===== config.mk =====
export PLATFORM = sky130hd
export DESIGN_NAME = ufc_flow_baud
export DESIGN_NICKNAME = d
export VERILOG_FILES = /design/src/design/ufc_pkg.sv /design/src/design/ufc_flow_baud.sv
export SDC_FILE = /design/constraint.sdc
export NUM_CORES = 1
export LEC_CHECK = 0
export BUFFER_PORTS_ARGS = -buffer_cell sky130_fd_sc_hd__buf_2
export CORE_UTILIZATION = 51
export DETAILED_ROUTE_END_ITERATION = 8
export PLACE_DENSITY = 0.77
export REMOVE_ABC_BUFFERS = 1
export SYNTH_ARGS = -nofsm -noshare
export SYNTH_HDL_FRONTEND = slang
export SYNTH_SLANG_ARGS = --single-unit

===== constraint.sdc =====
create_clock -name ref_clk -period 5.6 [get_ports ref_clk]
set_input_delay 1.12 -clock ref_clk [delete_from_list [all_inputs] [get_ports ref_clk]]
set_output_delay 1.12 -clock ref_clk [all_outputs]
set_load 0.05 [all_outputs]

===== src/design/ufc_pkg.sv =====
package ufc_pkg;
	// Register offsets on the plain port (byte index into the channel's space)
	localparam logic [3:0] OFS_DIV_LOW = 4'h0;
	localparam logic [3:0] OFS_DIV_HIGH = 4'h1;
	localparam logic [3:0] OFS_CLOCK_PRESCALER = 4'h2;
	localparam logic [3:0] OFS_SAMPLE_CLOCK = 4'h3;
	localparam logic [3:0] OFS_MODEM_CONTROL = 4'h4;
	localparam logic [3:0] OFS_ENHANCED = 4'h5;
	localparam logic [3:0] OFS_ADD_CONTROL = 4'h6;
	localparam logic [3:0] OFS_INT_ENABLE = 4'h7;
	localparam logic [3:0] OFS_INT_SOURCE = 4'h8;
	localparam logic [3:0] OFS_ADD_STATUS = 4'h9;
	localparam logic [3:0] OFS_FIRST_RESUME = 4'hA;
	localparam logic [3:0] OFS_SECOND_RESUME = 4'hB;
	localparam logic [3:0] OFS_FIRST_STOP = 4'hC;
	localparam logic [3:0] OFS_SECOND_STOP = 4'hD;
	localparam logic [3:0] OFS_UPPER_TRIG = 4'hE;
	localparam logic [3:0] OFS_LOWER_TRIG = 4'hF;
	// Index of the prescaler inside the indexed control set
	localparam logic [7:0] ICS_CLOCK_PRESCALER = 8'h01;
	// Reset values
	localparam logic [7:0] RST_CLOCK_PRESCALER = 8'h20;
	localparam logic [7:0] RST_SAMPLE_CLOCK = 8'h00;
	localparam logic [7:0] RST_DIV_LOW = 8'h01;
	localparam logic [7:0] RST_DIV_HIGH = 8'h00;
	localparam logic [7:0] RST_ZERO = 8'h00;
	localparam logic [6:0] RST_UPPER_TRIG = 7'h60;
	localparam logic [6:0] RST_LOWER_TRIG = 7'h20;
	// Field positions
	localparam int MC_DTR = 0;
	localparam int MC_RTS = 1;
	localparam int MC_XON_ANY = 5;
	localparam int MC_PRESCALE = 7;
	localparam int EF_RX_SET2 = 0;
	localparam int EF_RX_SET1 = 1;
	localparam int EF_TX_SET2 = 2;
	localparam int EF_TX_SET1 = 3;
	localparam int EF_ENHANCED = 4;
	localparam int EF_SPECIAL = 5;
	localparam int EF_AUTO_RTS = 6;
	localparam int EF_AUTO_CTS = 7;
	localparam int IE_LEVEL5 = 5;
	localparam int IS_XOFF = 4;
	localparam int AS_REMOTE_XOFF = 0;
	localparam int AS_SENT_XOFF = 1;
	localparam int AS_SPECIAL = 4;
	localparam int AC_DTR_LO = 2;
	localparam int AC_DTR_HI = 3;
	localparam int SC_FIELD_W = 4;
	localparam logic [4:0] SPB_DEFAULT = 5'd16;
	localparam logic [4:0] SPB_MIN = 5'd4;
	typedef enum logic [1:0] {UFC_TX_IDLE, UFC_TX_BUSY} ufc_tx_state_t;
endpackage : ufc_pkg


===== src/design/ufc_flow_baud.sv =====
// How it works
// - Second stop char with special detect in enhanced mode sets status bit 4, level-5 irq.
// - Reading additional_status clears the special-character flag.
// - Matches are accepted whatever the parity or framing status says.
// - Stop char match halts transmit after current char, sets status bits, irq.
// - Resume char match after stop re-enables transmit and clears both status bits.
// - Valid stop/resume chars are dropped, except second stop char under special detect.
// - Resume-any (enhanced mode): every received char except a stop char resumes transmit; ordinary chars are still stored.
// - Fill level sampled only while transmitter idle; flow chars inserted there.
// - Sent-stop bit clear and fill above upper level: send stop char, set bit.
// - Sent-stop bit set and fill below lower level: send resume char, clear bit.
// - Disabling transmit flow control with stop outstanding sends a resume char.
// - Auto RTS/CTS: one bit in plain mode, two separate bits in enhanced mode.
// - Auto CTS: hold off new characters while CTS is inactive high.
// - Auto RTS goes inactive at upper level, active again below lower level.
// - Auto RTS is ANDed with the software RTS bit.
// - DTR/DSR flow control works the same, enabled by additional_control bits 3:2.
// - Bit rate is clock over samples times divisor times prescaler; divisor 16 bits.
// - Prescaler divides by M plus N/8 when enabled with M nonzero, else by one.
// - Sample clock field sets 4 to 16 samples per bit.
// - After reset prescaler bypass only with clock-select pin high, and sample clock 0x00 giving 16 samples.
// - Prescaler enable resets to inverted clock-select pin; writable only in enhanced mode.
// - Prescaler register resets to 0x20, indexed control set entry 0x01.
//
// Added by the designer: the strobed register port.
`timescale 1ns/1ps
`default_nettype none
module ufc_flow_baud
	import ufc_pkg::*;
(
	// Clock and control
	input wire logic ref_clk,
	input wire logic rst,
	input wire logic clk_en,
	input wire logic clock_select_pin,
	// Register port
	input wire logic [3:0] reg_addr,
	input wire logic [7:0] reg_wdata,
	input wire logic reg_wr,
	input wire logic reg_rd,
	output logic [7:0] reg_rdata,
	// Receiver side
	input wire logic rx_valid,
	input wire logic [7:0] rx_char,
	input wire logic rx_error,
	input wire logic [6:0] receive_fill_level,
	output logic rx_store,
	output logic [7:0] rx_store_char,
	// Transmitter side
	input wire logic tx_busy,
	input wire logic tx_char_done,
	input wire logic tx_holding_empty,
	output logic tx_allow,
	output logic tx_insert,
	output logic [7:0] tx_insert_char,
	// Modem lines
	input wire logic cts_n,
	input wire logic dsr_n,
	output logic rts_n,
	output logic dtr_n,
	// Baud generation and level-5 interrupt
	output logic sample_tick,
	output logic [4:0] samples_per_bit,
	output logic level5_irq
);
	typedef struct packed {
		logic [7:0] div_low;
		logic [7:0] div_high;
		logic [7:0] prescaler;
		logic [7:0] sample_clock;
		logic [7:0] modem_control;
		logic [7:0] enhanced;
		logic [7:0] add_control;
		logic [7:0] int_enable;
		logic [7:0] first_resume;
		logic [7:0] second_resume;
		logic [7:0] first_stop;
		logic [7:0] second_stop;
		logic [6:0] upper_trig;
		logic [6:0] lower_trig;
		logic remote_xoff;
		logic sent_xoff;
		logic special;
		logic rts_hold;
		logic dtr_hold;
		logic tx_first_set;
		logic strap_done;
		ufc_tx_state_t tx_state;
		logic [10:0] pre_acc;
		logic [15:0] div_cnt;
		logic [7:0] rdata;
		logic rx_store;
		logic [7:0] rx_store_char;
		logic tx_allow;
		logic tx_insert;
		logic [7:0] tx_insert_char;
		logic rts_n;
		logic dtr_n;
		logic tick;
		logic [4:0] spb;
		logic irq;
	} ufc_state_t;

	ufc_state_t s_q, s_d;

	function automatic logic [4:0] spb_of(input logic [SC_FIELD_W-1:0] f);
		spb_of = ({1'b0, f} < SPB_MIN) ? SPB_DEFAULT : {1'b0, f};
	endfunction : spb_of

	function automatic logic [7:0] read_mux(input ufc_state_t s, input logic [3:0] a);
		read_mux = RST_ZERO;
		case (a)
			OFS_DIV_LOW: read_mux = s.div_low;
			OFS_DIV_HIGH: read_mux = s.div_high;
			OFS_CLOCK_PRESCALER: read_mux = s.prescaler;
			OFS_SAMPLE_CLOCK: read_mux = s.sample_clock;
			OFS_MODEM_CONTROL: read_mux = s.modem_control;
			OFS_ENHANCED: read_mux = s.enhanced;
			OFS_ADD_CONTROL: read_mux = s.add_control;
			OFS_INT_ENABLE: read_mux = s.int_enable;
			OFS_INT_SOURCE: read_mux = {3'h0, s.remote_xoff, 4'h0};
			OFS_ADD_STATUS: read_mux = {3'h0, s.special, 2'h0, s.sent_xoff, s.remote_xoff};
			OFS_FIRST_RESUME: read_mux = s.first_resume;
			OFS_SECOND_RESUME: read_mux = s.second_resume;
			OFS_FIRST_STOP: read_mux = s.first_stop;
			OFS_SECOND_STOP: read_mux = s.second_stop;
			OFS_UPPER_TRIG: read_mux = {1'b0, s.upper_trig};
			OFS_LOWER_TRIG: read_mux = {1'b0, s.lower_trig};
			default: read_mux = RST_ZERO;
		endcase
	endfunction : read_mux

	logic enh, rx_mode1, rx_mode2, tx_on, m_stop1, m_stop2, m_res, is_stop, is_res;
	logic special_hit, auto_rts, auto_cts, auto_dtr, auto_dsr, tx_idle, inb_ok;
	logic [10:0] pre_step, pre_sum;
	logic pre_tick, pre_on;
	logic [15:0] divisor;

	always_comb begin
		enh = s_q.enhanced[EF_ENHANCED];
		inb_ok = enh && s_q.enhanced[EF_ENHANCED];
		// Receive mode: bit 1 selects set 1, bit 0 selects set 2
		rx_mode1 = inb_ok && s_q.enhanced[EF_RX_SET1];
		rx_mode2 = inb_ok && s_q.enhanced[EF_RX_SET2];
		tx_on = inb_ok && (s_q.enhanced[EF_TX_SET1] ^ s_q.enhanced[EF_TX_SET2]);
		// Match ignores rx_error on purpose
		m_stop1 = rx_mode1 && rx_char == s_q.first_stop;
		m_stop2 = rx_mode2 && rx_char == s_q.second_stop;
		m_res = (rx_mode1 && rx_char == s_q.first_resume) || (rx_mode2 && rx_char == s_q.second_resume);
		is_stop = rx_valid && (m_stop1 || m_stop2);
		is_res = rx_valid && m_res && !is_stop;
		special_hit = rx_valid && enh && s_q.enhanced[EF_SPECIAL] && rx_char == s_q.second_stop;
		auto_rts = enh ? s_q.enhanced[EF_AUTO_RTS] : s_q.modem_control[MC_XON_ANY];
		auto_cts = enh ? s_q.enhanced[EF_AUTO_CTS] : s_q.modem_control[MC_XON_ANY];
		auto_dtr = s_q.add_control[AC_DTR_LO];
		auto_dsr = s_q.add_control[AC_DTR_HI];
		tx_idle = !tx_busy || tx_char_done || tx_holding_empty;
		// Prescaler in eighths: M*8+N, zero M treated as bypass
		pre_on = s_q.modem_control[MC_PRESCALE] && s_q.prescaler[7:3] != 5'h0;
		pre_step = pre_on ? {3'h0, s_q.prescaler} : 11'd8;
		pre_sum = s_q.pre_acc + 11'd8;
		pre_tick = pre_sum >= pre_step;
		divisor = {s_q.div_high, s_q.div_low};
	end

	always_comb begin
		s_d = s_q;
		s_d.rx_store = 1'b0;
		s_d.tx_insert = 1'b0;
		s_d.tick = 1'b0;
		if (!s_q.strap_done) begin
			s_d.strap_done = 1'b1;
			s_d.modem_control[MC_PRESCALE] = ~clock_select_pin;
		end
		s_d.rdata = reg_rd ? read_mux(s_q, reg_addr) : RST_ZERO;
		if (reg_rd && reg_addr == OFS_ADD_STATUS)
			s_d.special = 1'b0;
		if (reg_wr) begin
			case (reg_addr)
				OFS_DIV_LOW: s_d.div_low = reg_wdata;
				OFS_DIV_HIGH: s_d.div_high = reg_wdata;
				OFS_CLOCK_PRESCALER: s_d.prescaler = reg_wdata;
				OFS_SAMPLE_CLOCK: s_d.sample_clock = {4'h0, reg_wdata[3:0]};
				OFS_MODEM_CONTROL: begin
					s_d.modem_control[4:0] = reg_wdata[4:0];
					s_d.modem_control[MC_XON_ANY] = reg_wdata[MC_XON_ANY];
					if (enh) begin
						s_d.modem_control[7:6] = reg_wdata[7:6];
					end
				end
				OFS_ENHANCED: s_d.enhanced = reg_wdata;
				OFS_ADD_CONTROL: s_d.add_control = reg_wdata;
				OFS_INT_ENABLE: s_d.int_enable = reg_wdata;
				OFS_FIRST_RESUME: s_d.first_resume = reg_wdata;
				OFS_SECOND_RESUME: s_d.second_resume = reg_wdata;
				OFS_FIRST_STOP: s_d.first_stop = reg_wdata;
				OFS_SECOND_STOP: s_d.second_stop = reg_wdata;
				OFS_UPPER_TRIG: s_d.upper_trig = reg_wdata[6:0];
				OFS_LOWER_TRIG: s_d.lower_trig = reg_wdata[6:0];
				default: ;
			endcase
		end
		// Set after clear, so a hit in the read cycle survives
		if (special_hit)
			s_d.special = 1'b1;
		if (is_stop)
			s_d.remote_xoff = 1'b1;
		else if (s_q.remote_xoff && (is_res || (rx_valid && enh && s_q.modem_control[MC_XON_ANY])))
			s_d.remote_xoff = 1'b0;
		// Flow characters are swallowed unless special detect keeps them
		s_d.rx_store_char = rx_char;
		s_d.rx_store = rx_valid && !((is_stop || is_res) && !(m_stop2 && s_q.enhanced[EF_SPECIAL]));
		// Out-of-band hysteresis
		if (receive_fill_level >= s_q.upper_trig)
			s_d.rts_hold = 1'b1;
		else if (receive_fill_level < s_q.lower_trig)
			s_d.rts_hold = 1'b0;
		s_d.dtr_hold = s_d.rts_hold;
		s_d.rts_n = !(s_q.modem_control[MC_RTS] && !(auto_rts && s_q.rts_hold));
		s_d.dtr_n = !(s_q.modem_control[MC_DTR] && !(auto_dtr && s_q.dtr_hold));
		// Transmit gating and flow-char insertion
		// Remember the set in use so a forced resume matches the stop sent
		if (tx_on)
			s_d.tx_first_set = s_q.enhanced[EF_TX_SET1];
		case (s_q.tx_state)
			UFC_TX_IDLE: begin
				if (tx_idle) begin
					if (tx_on && !s_q.sent_xoff && receive_fill_level > s_q.upper_trig) begin
						s_d.tx_insert = 1'b1;
						s_d.tx_insert_char = s_q.enhanced[EF_TX_SET1] ? s_q.first_stop : s_q.second_stop;
						s_d.sent_xoff = 1'b1;
					end else if (s_q.sent_xoff && ((tx_on && receive_fill_level < s_q.lower_trig) || !tx_on)) begin
						s_d.tx_insert = 1'b1;
						if (tx_on)
							s_d.tx_insert_char = s_q.enhanced[EF_TX_SET1] ? s_q.first_resume : s_q.second_resume;
						else
							s_d.tx_insert_char = s_q.tx_first_set ? s_q.first_resume : s_q.second_resume;
						s_d.sent_xoff = 1'b0;
					end
				end
				if (tx_busy)
					s_d.tx_state = UFC_TX_BUSY;
			end
			UFC_TX_BUSY: begin
				if (tx_char_done || !tx_busy)
					s_d.tx_state = UFC_TX_IDLE;
			end
			default: s_d.tx_state = UFC_TX_IDLE;
		endcase
		// Hold-off only takes effect between characters
		if (s_q.tx_state == UFC_TX_IDLE || tx_char_done)
			s_d.tx_allow = !s_d.remote_xoff && !(auto_cts && cts_n) && !(auto_dsr && dsr_n);
		s_d.irq = s_q.int_enable[IE_LEVEL5] && enh && (s_d.remote_xoff || s_d.special);
		// Baud chain: fractional prescaler then divisor
		s_d.spb = spb_of(s_q.sample_clock[SC_FIELD_W-1:0]);
		if (pre_tick) begin
			s_d.pre_acc = pre_sum - pre_step;
			if (s_q.div_cnt + 16'd1 >= divisor) begin
				s_d.div_cnt = 16'h0;
				s_d.tick = 1'b1;
			end else begin
				s_d.div_cnt = s_q.div_cnt + 16'd1;
			end
		end else begin
			s_d.pre_acc = pre_sum;
		end
	end

	always_ff @(posedge ref_clk) begin
		if (rst) begin
			s_q <= '0;
			s_q.div_low <= RST_DIV_LOW;
			s_q.div_high <= RST_DIV_HIGH;
			s_q.prescaler <= RST_CLOCK_PRESCALER;
			s_q.sample_clock <= RST_SAMPLE_CLOCK;
			s_q.upper_trig <= RST_UPPER_TRIG;
			s_q.lower_trig <= RST_LOWER_TRIG;
			s_q.tx_state <= UFC_TX_IDLE;
			s_q.tx_allow <= 1'b1;
			s_q.rts_n <= 1'b1;
			s_q.dtr_n <= 1'b1;
			s_q.spb <= SPB_DEFAULT;
		end else if (clk_en) begin
			s_q <= s_d;
		end
	end

	assign reg_rdata = s_q.rdata;
	assign rx_store = s_q.rx_store;
	assign rx_store_char = s_q.rx_store_char;
	assign tx_allow = s_q.tx_allow;
	assign tx_insert = s_q.tx_insert;
	assign tx_insert_char = s_q.tx_insert_char;
	assign rts_n = s_q.rts_n;
	assign dtr_n = s_q.dtr_n;
	assign sample_tick = s_q.tick;
	assign samples_per_bit = s_q.spb;
	assign level5_irq = s_q.irq;

	special_set_a: assert property (@(posedge ref_clk) disable iff (rst)
		clk_en && special_hit |=> s_q.special)
		else $error("special flag not set");
	status_clear_a: assert property (@(posedge ref_clk) disable iff (rst)
		clk_en && reg_rd && reg_addr == OFS_ADD_STATUS && !special_hit |=> !s_q.special)
		else $error("special flag not cleared by read");
	stop_halts_a: assert property (@(posedge ref_clk) disable iff (rst)
		clk_en && is_stop |=> s_q.remote_xoff)
		else $error("stop char did not set xoff");
	resume_a: assert property (@(posedge ref_clk) disable iff (rst)
		clk_en && s_q.remote_xoff && is_res |=> !s_q.remote_xoff)
		else $error("resume char did not clear xoff");
	drop_flow_a: assert property (@(posedge ref_clk) disable iff (rst)
		clk_en && is_res && !s_q.modem_control[MC_XON_ANY] |=> !rx_store)
		else $error("resume char stored");
	store_any_a: assert property (@(posedge ref_clk) disable iff (rst)
		clk_en && rx_valid && !is_stop && !is_res |=> rx_store && rx_store_char == $past(rx_char))
		else $error("ordinary char not stored");
	rts_and_a: assert property (@(posedge ref_clk) disable iff (rst)
		clk_en && !s_q.modem_control[MC_RTS] |=> rts_n)
		else $error("rts active with software bit clear");
	send_stop_a: assert property (@(posedge ref_clk) disable iff (rst)
		clk_en && tx_insert && s_q.sent_xoff && !$past(s_q.sent_xoff) |-> tx_insert_char == $past(s_q.first_stop)
		|| tx_insert_char == $past(s_q.second_stop))
		else $error("wrong stop char sent");
	spb_range_a: assert property (@(posedge ref_clk) disable iff (rst)
		samples_per_bit >= SPB_MIN && samples_per_bit <= SPB_DEFAULT)
		else $error("samples per bit out of range");
	irq_on_stop_a: assert property (@(posedge ref_clk) disable iff (rst)
		clk_en && is_stop && s_q.int_enable[IE_LEVEL5] |=> level5_irq)
		else $error("no level 5 irq on stop char");
	irq_on_special_a: assert property (@(posedge ref_clk) disable iff (rst)
		clk_en && special_hit && s_q.int_enable[IE_LEVEL5] |=> level5_irq)
		else $error("no level 5 irq on special char");
	resume_any_a: assert property (@(posedge ref_clk) disable iff (rst)
		clk_en && rx_valid && enh && s_q.modem_control[MC_XON_ANY] && !is_stop |=> !s_q.remote_xoff)
		else $error("resume-any did not clear xoff");
	keep_second_stop_a: assert property (@(posedge ref_clk) disable iff (rst)
		clk_en && is_stop && m_stop2 && s_q.enhanced[EF_SPECIAL] |=> rx_store)
		else $error("second stop char not stored");
	drop_stop_a: assert property (@(posedge ref_clk) disable iff (rst)
		clk_en && is_stop && !(m_stop2 && s_q.enhanced[EF_SPECIAL]) |=> !rx_store)
		else $error("stop char stored");
	rts_hold_set_a: assert property (@(posedge ref_clk) disable iff (rst)
		clk_en && receive_fill_level >= s_q.upper_trig |=> s_q.rts_hold)
		else $error("rts hold not set at upper level");
	rts_release_a: assert property (@(posedge ref_clk) disable iff (rst)
		clk_en && receive_fill_level < s_q.lower_trig && receive_fill_level < s_q.upper_trig |=> !s_q.rts_hold)
		else $error("rts hold not released below lower level");
	rts_forced_a: assert property (@(posedge ref_clk) disable iff (rst)
		clk_en && auto_rts && s_q.rts_hold |=> rts_n)
		else $error("rts active while held off");
	dtr_and_a: assert property (@(posedge ref_clk) disable iff (rst)
		clk_en && !s_q.modem_control[MC_DTR] |=> dtr_n)
		else $error("dtr active with software bit clear");
	cts_gate_a: assert property (@(posedge ref_clk) disable iff (rst)
		clk_en && s_q.tx_state == UFC_TX_IDLE && auto_cts && cts_n |=> !tx_allow)
		else $error("transmit allowed with cts inactive");
	dsr_gate_a: assert property (@(posedge ref_clk) disable iff (rst)
		clk_en && s_q.tx_state == UFC_TX_IDLE && auto_dsr && dsr_n |=> !tx_allow)
		else $error("transmit allowed with dsr inactive");
	xoff_gate_a: assert property (@(posedge ref_clk) disable iff (rst)
		clk_en && s_q.tx_state == UFC_TX_IDLE && is_stop |=> !tx_allow)
		else $error("transmit allowed after stop char");
	idle_insert_a: assert property (@(posedge ref_clk) disable iff (rst)
		clk_en && !tx_idle |=> !tx_insert)
		else $error("flow char inserted while transmitter busy");
	stop_insert_a: assert property (@(posedge ref_clk) disable iff (rst)
		clk_en && tx_on && tx_idle && s_q.tx_state == UFC_TX_IDLE && !s_q.sent_xoff
		&& receive_fill_level > s_q.upper_trig |=> tx_insert && s_q.sent_xoff)
		else $error("stop char not sent above upper level");
	send_resume_a: assert property (@(posedge ref_clk) disable iff (rst)
		clk_en && tx_on && tx_idle && s_q.tx_state == UFC_TX_IDLE && s_q.sent_xoff
		&& receive_fill_level < s_q.lower_trig |=> tx_insert && !s_q.sent_xoff)
		else $error("resume char not sent below lower level");
	auto_resume_a: assert property (@(posedge ref_clk) disable iff (rst)
		clk_en && !tx_on && tx_idle && s_q.tx_state == UFC_TX_IDLE && s_q.sent_xoff |=> tx_insert && !s_q.sent_xoff)
		else $error("resume char not sent after flow control off");
	prescale_bypass_a: assert property (@(posedge ref_clk) disable iff (rst)
		clk_en && !s_q.modem_control[MC_PRESCALE] |-> pre_tick)
		else $error("prescaler not bypassed");
	strap_load_a: assert property (@(posedge ref_clk) disable iff (rst)
		clk_en && !s_q.strap_done |=> s_q.modem_control[MC_PRESCALE] == ~$past(clock_select_pin))
		else $error("prescaler enable not loaded from strap");
	mcr_lock_a: assert property (@(posedge ref_clk) disable iff (rst)
		clk_en && reg_wr && reg_addr == OFS_MODEM_CONTROL && !enh && s_q.strap_done
		|=> s_q.modem_control[MC_PRESCALE] == $past(s_q.modem_control[MC_PRESCALE]))
		else $error("prescaler enable written outside enhanced mode");
endmodule : ufc_flow_baud
`default_nettype wire


==> impl_metrics.yaml <==
outcome:
  status: "finished, final reports clean"
power:
  internal-power_uw: 2333
  power_switching_uw: 1244
  powerDensity_mw_per_mm2: 317.7
  swShare_pct: 34.77
  seq_power_share_pct: 38.0
  p_leak_uw: 0.004217
  pwr-share-comb_pct: 28.1
  vdd_ir_drop_max_uv: 214.7
  clock_power_share_pct: 33.9
route:
  vias: 9410
  drc: 0
  via_per_inst: 6.228
  drt_first_iter_violations: 1194
  wl_per_cell_um: 19.78
  drt-total-wl_mm: 29.89
  first_pass_iters: 6
  ant_nets: 0
worst_setup_path:
  crit_arrival_ps: 3880
  slowest_stage: "nor3_1"
  critPathBufInv: 1
  cp-end-kind: "flip-flop"
  path_class: "reg -> reg"
  slowest_delay_ps: 490
  crit_required_ps: 5960
  crit_fanout: 14
  cpLargestDelayFamily: "simple AND/OR/NAND/NOR gates"
  critPathLaunchType: "flip-flop"
  cp_cell_sequence: "ha_1, nand3_1, nor3_1, and3_1, xor2_1, ha_1, nand2_1, o21a_1, nand2_1, o21ai_0, buf_4, nand3_1, o31ai_1"
sta:
  fmax_ghz: 0.2841
  rsz0062_at_grt: "false"
  finalCritPeriodShare_pct: 62.86
  layout_min_cycle_time_ps: 3520
  setup_viol: 0
  worst_slew_pin_slew_ps: 1224
  drv_slew: 0
  slew_headroom_pct: 17.39
  fin_setup_tns_ps: 0
  finalHoldViolCount: 0
  clock-skew-final_ps: 12.06
global_route:
  grt_max_degree: 87
  gr-total-overflow: 0
  top_usage_layer: "met2"
  use_met3_pct: 5.495
  grt_use_total_pct: 29.62
  met2_usage_pct: 45.88
  grt_pass1_wl_mm: 47.15
  grt_pass1_vias: 8682
  met1_usage_pct: 40.88
  antenna_found_initial: 0
clocking:
  root_buffer: "clkbuf_16"
  cts_tree: "yes"
  clockBufferDepth: 2
  post_cts_buffers: 0
  htree_levels: 4
  cts.repair.resized: 0
  numCtsBuffers: 17
  ctsHoldBuffers: 0
  cts_sinks: 176
  cts.clk_slew.worst_paths_ps: 70
  clk_latency_ps: 440
placed_design:
  port_buffers: 74
  place_congestion: 0.9786
  hpwl_mm: 21.01
  placed_area_sq_mm: 0.01067
die:
  die_h_um: 144.7
  ios: 76
  die_w_um: 144.7
  die_area_sq_mm: 0.02095
  row_count: 51
  initial_utilization_pct: 52.69
  coreArea_sq_mm: 0.01972
yosys:
  yosys.area.top_type: "dfxtp_1"
  netlist.area_leader.share_pct: 33.92
  syn_avg_cell_area_sq_um: 8.426
  ys.flop_type: "dfxtp_1"
  synth_cells: 1233
  synth_area_sq_mm: 0.01039
  synth_seq_cells: 176
  yosysMostFrequentCell: "dfxtp_1"
  ys_types: 79
  synth_edf_count: 0
  synth-seq-area-share_pct: 33.92
  async_flop_share_pct: 0
  synthTopCellsByArea: "dfxtp_1 (34%), mux2i_1 (12%), nor2_1 (5.7%)"
  ys_warn_count: 0
  synth_common_cells: "dfxtp_1 (176), nor2_1 (157), mux2i_1 (120)"
job:
  maxCapViolations: 0
worst_hold_path:
  hold_class: "reg -> reg"
finish:
  design_area_sq_mm: 0.01126
  antenna_cells: 0
  drive_above_1_share_pct: 12.60
  syn2layout_area_growth_pct: 8.370
  final_util_pct: 57.10
  nets: 1314
## logic make-up after synthesis
logic type                 share of synthesized area [%]
AOI/OAI and AO/OA                                  16.22
xor gates and xnor gates                           4.553
adders and majority gates                          5.010
buffers and inverters                              6.901
DFF                                                33.92
muxes                                              13.75
and+or+nand+nor                                    19.64
## cell type report
class                           count  area [sq um]
Inverter                           51         191.4
Tap cell                          265         331.6
Sequential cell                   176          3523
Multi-Input combinational cell    900          6155
Timing Repair Buffer               87         470.5
Fill cell                        1745          8459
Clock buffer                       19         432.9
Clock inverter                     13         153.9
## placed cells by master (no fill, tap or decap), types with 13 or more instances in the layout
cell	synthesis	final
nand3_1	49	49
mux2_2	15	15
nor3_1	16	16
a21oi_1	55	55
nand4_1	25	25
inv_1	50	50
xor2_1	22	22
nor2b_1	20	20
mux2i_1	120	120
ha_1	40	40
clkbuf_16	0	17
buf_4	29	14
xnor2_1	32	32
dfxtp_1	176	176
o21ai_0	38	38
buf_2	9	73
nand2_1	103	103
nor2_1	157	157
a211oi_1	13	13
## registers in the layout, indices dropped and copies added, names as in the netlist
register / cells
rx_store_char: 8
s_q: 121
tx_allow: 1
tx_insert: 1
rx_store: 1
level5_irq: 1
dtr_n: 1
divisor: 16
samples_per_bit: 5
reg_rdata: 8
rts_n: 1
tx_insert_char: 8
sample_tick: 1
auto_dtr: 1
enh: 1
auto_dsr: 1
## path summary, 6_finish.rpt
| check | start | end | slack, ps | depth (start not counted) |
|---|---|---|---|---|
| worst max-delay path | s_q[36] | s_q[36] | 2080 | 13 |
| worst min-delay path | s_q[146] | s_q[146] | 460 | 2 |
| worst max register to register | s_q[36] | s_q[36] | 2080 | 13 |
| worst min register to register | s_q[146] | s_q[146] | 460 | 2 |
## worst register-to-register path: cells and delay by family (launching register included)
kind	cells	cell delay, ps
compound gates	3	560
xor+xnor	1	230
fa+ha+maj	2	560
buf+inv	1	230
flops	1	430
simple gates	6	1430
## power groups by stage
stage	logic (uW)	registers, uW	clock network, uW
floorplan	666	1400	0
global placement	948	1380	0
detailed placement	979	1390	0
CTS	989	1360	1220
global route	1100	1370	1270
finish	1010	1360	1210
## layer usage
metal  part of all wire, %  vias to the layer above
met5                     0                        -
met4                   2.9                        0
met3                   8.2                       73
met2                    45                      441
met1                    44                     4514
li1                      -                     4382
## per-stage QoR
step | setup slack [ps] | cells | power (uW) | hold WS (ps)
6_report | 2080 | 1511 | 3577 | 457.4
5_1_grt | 1774 | 1511 | 3735 | 471.7
4_1_cts | 2104 | 1511 | 3568 | 458.8
3_5_place_dp | 1985 | 1479 | 2364 | 448.7
3_3_place_gp | 2028 | 1479 | 2333 | 442.1
2_1_floorplan | 2074 | 1127 | 2068 | 430.0
Note: power is estimated with default switching activity, not from simulation.
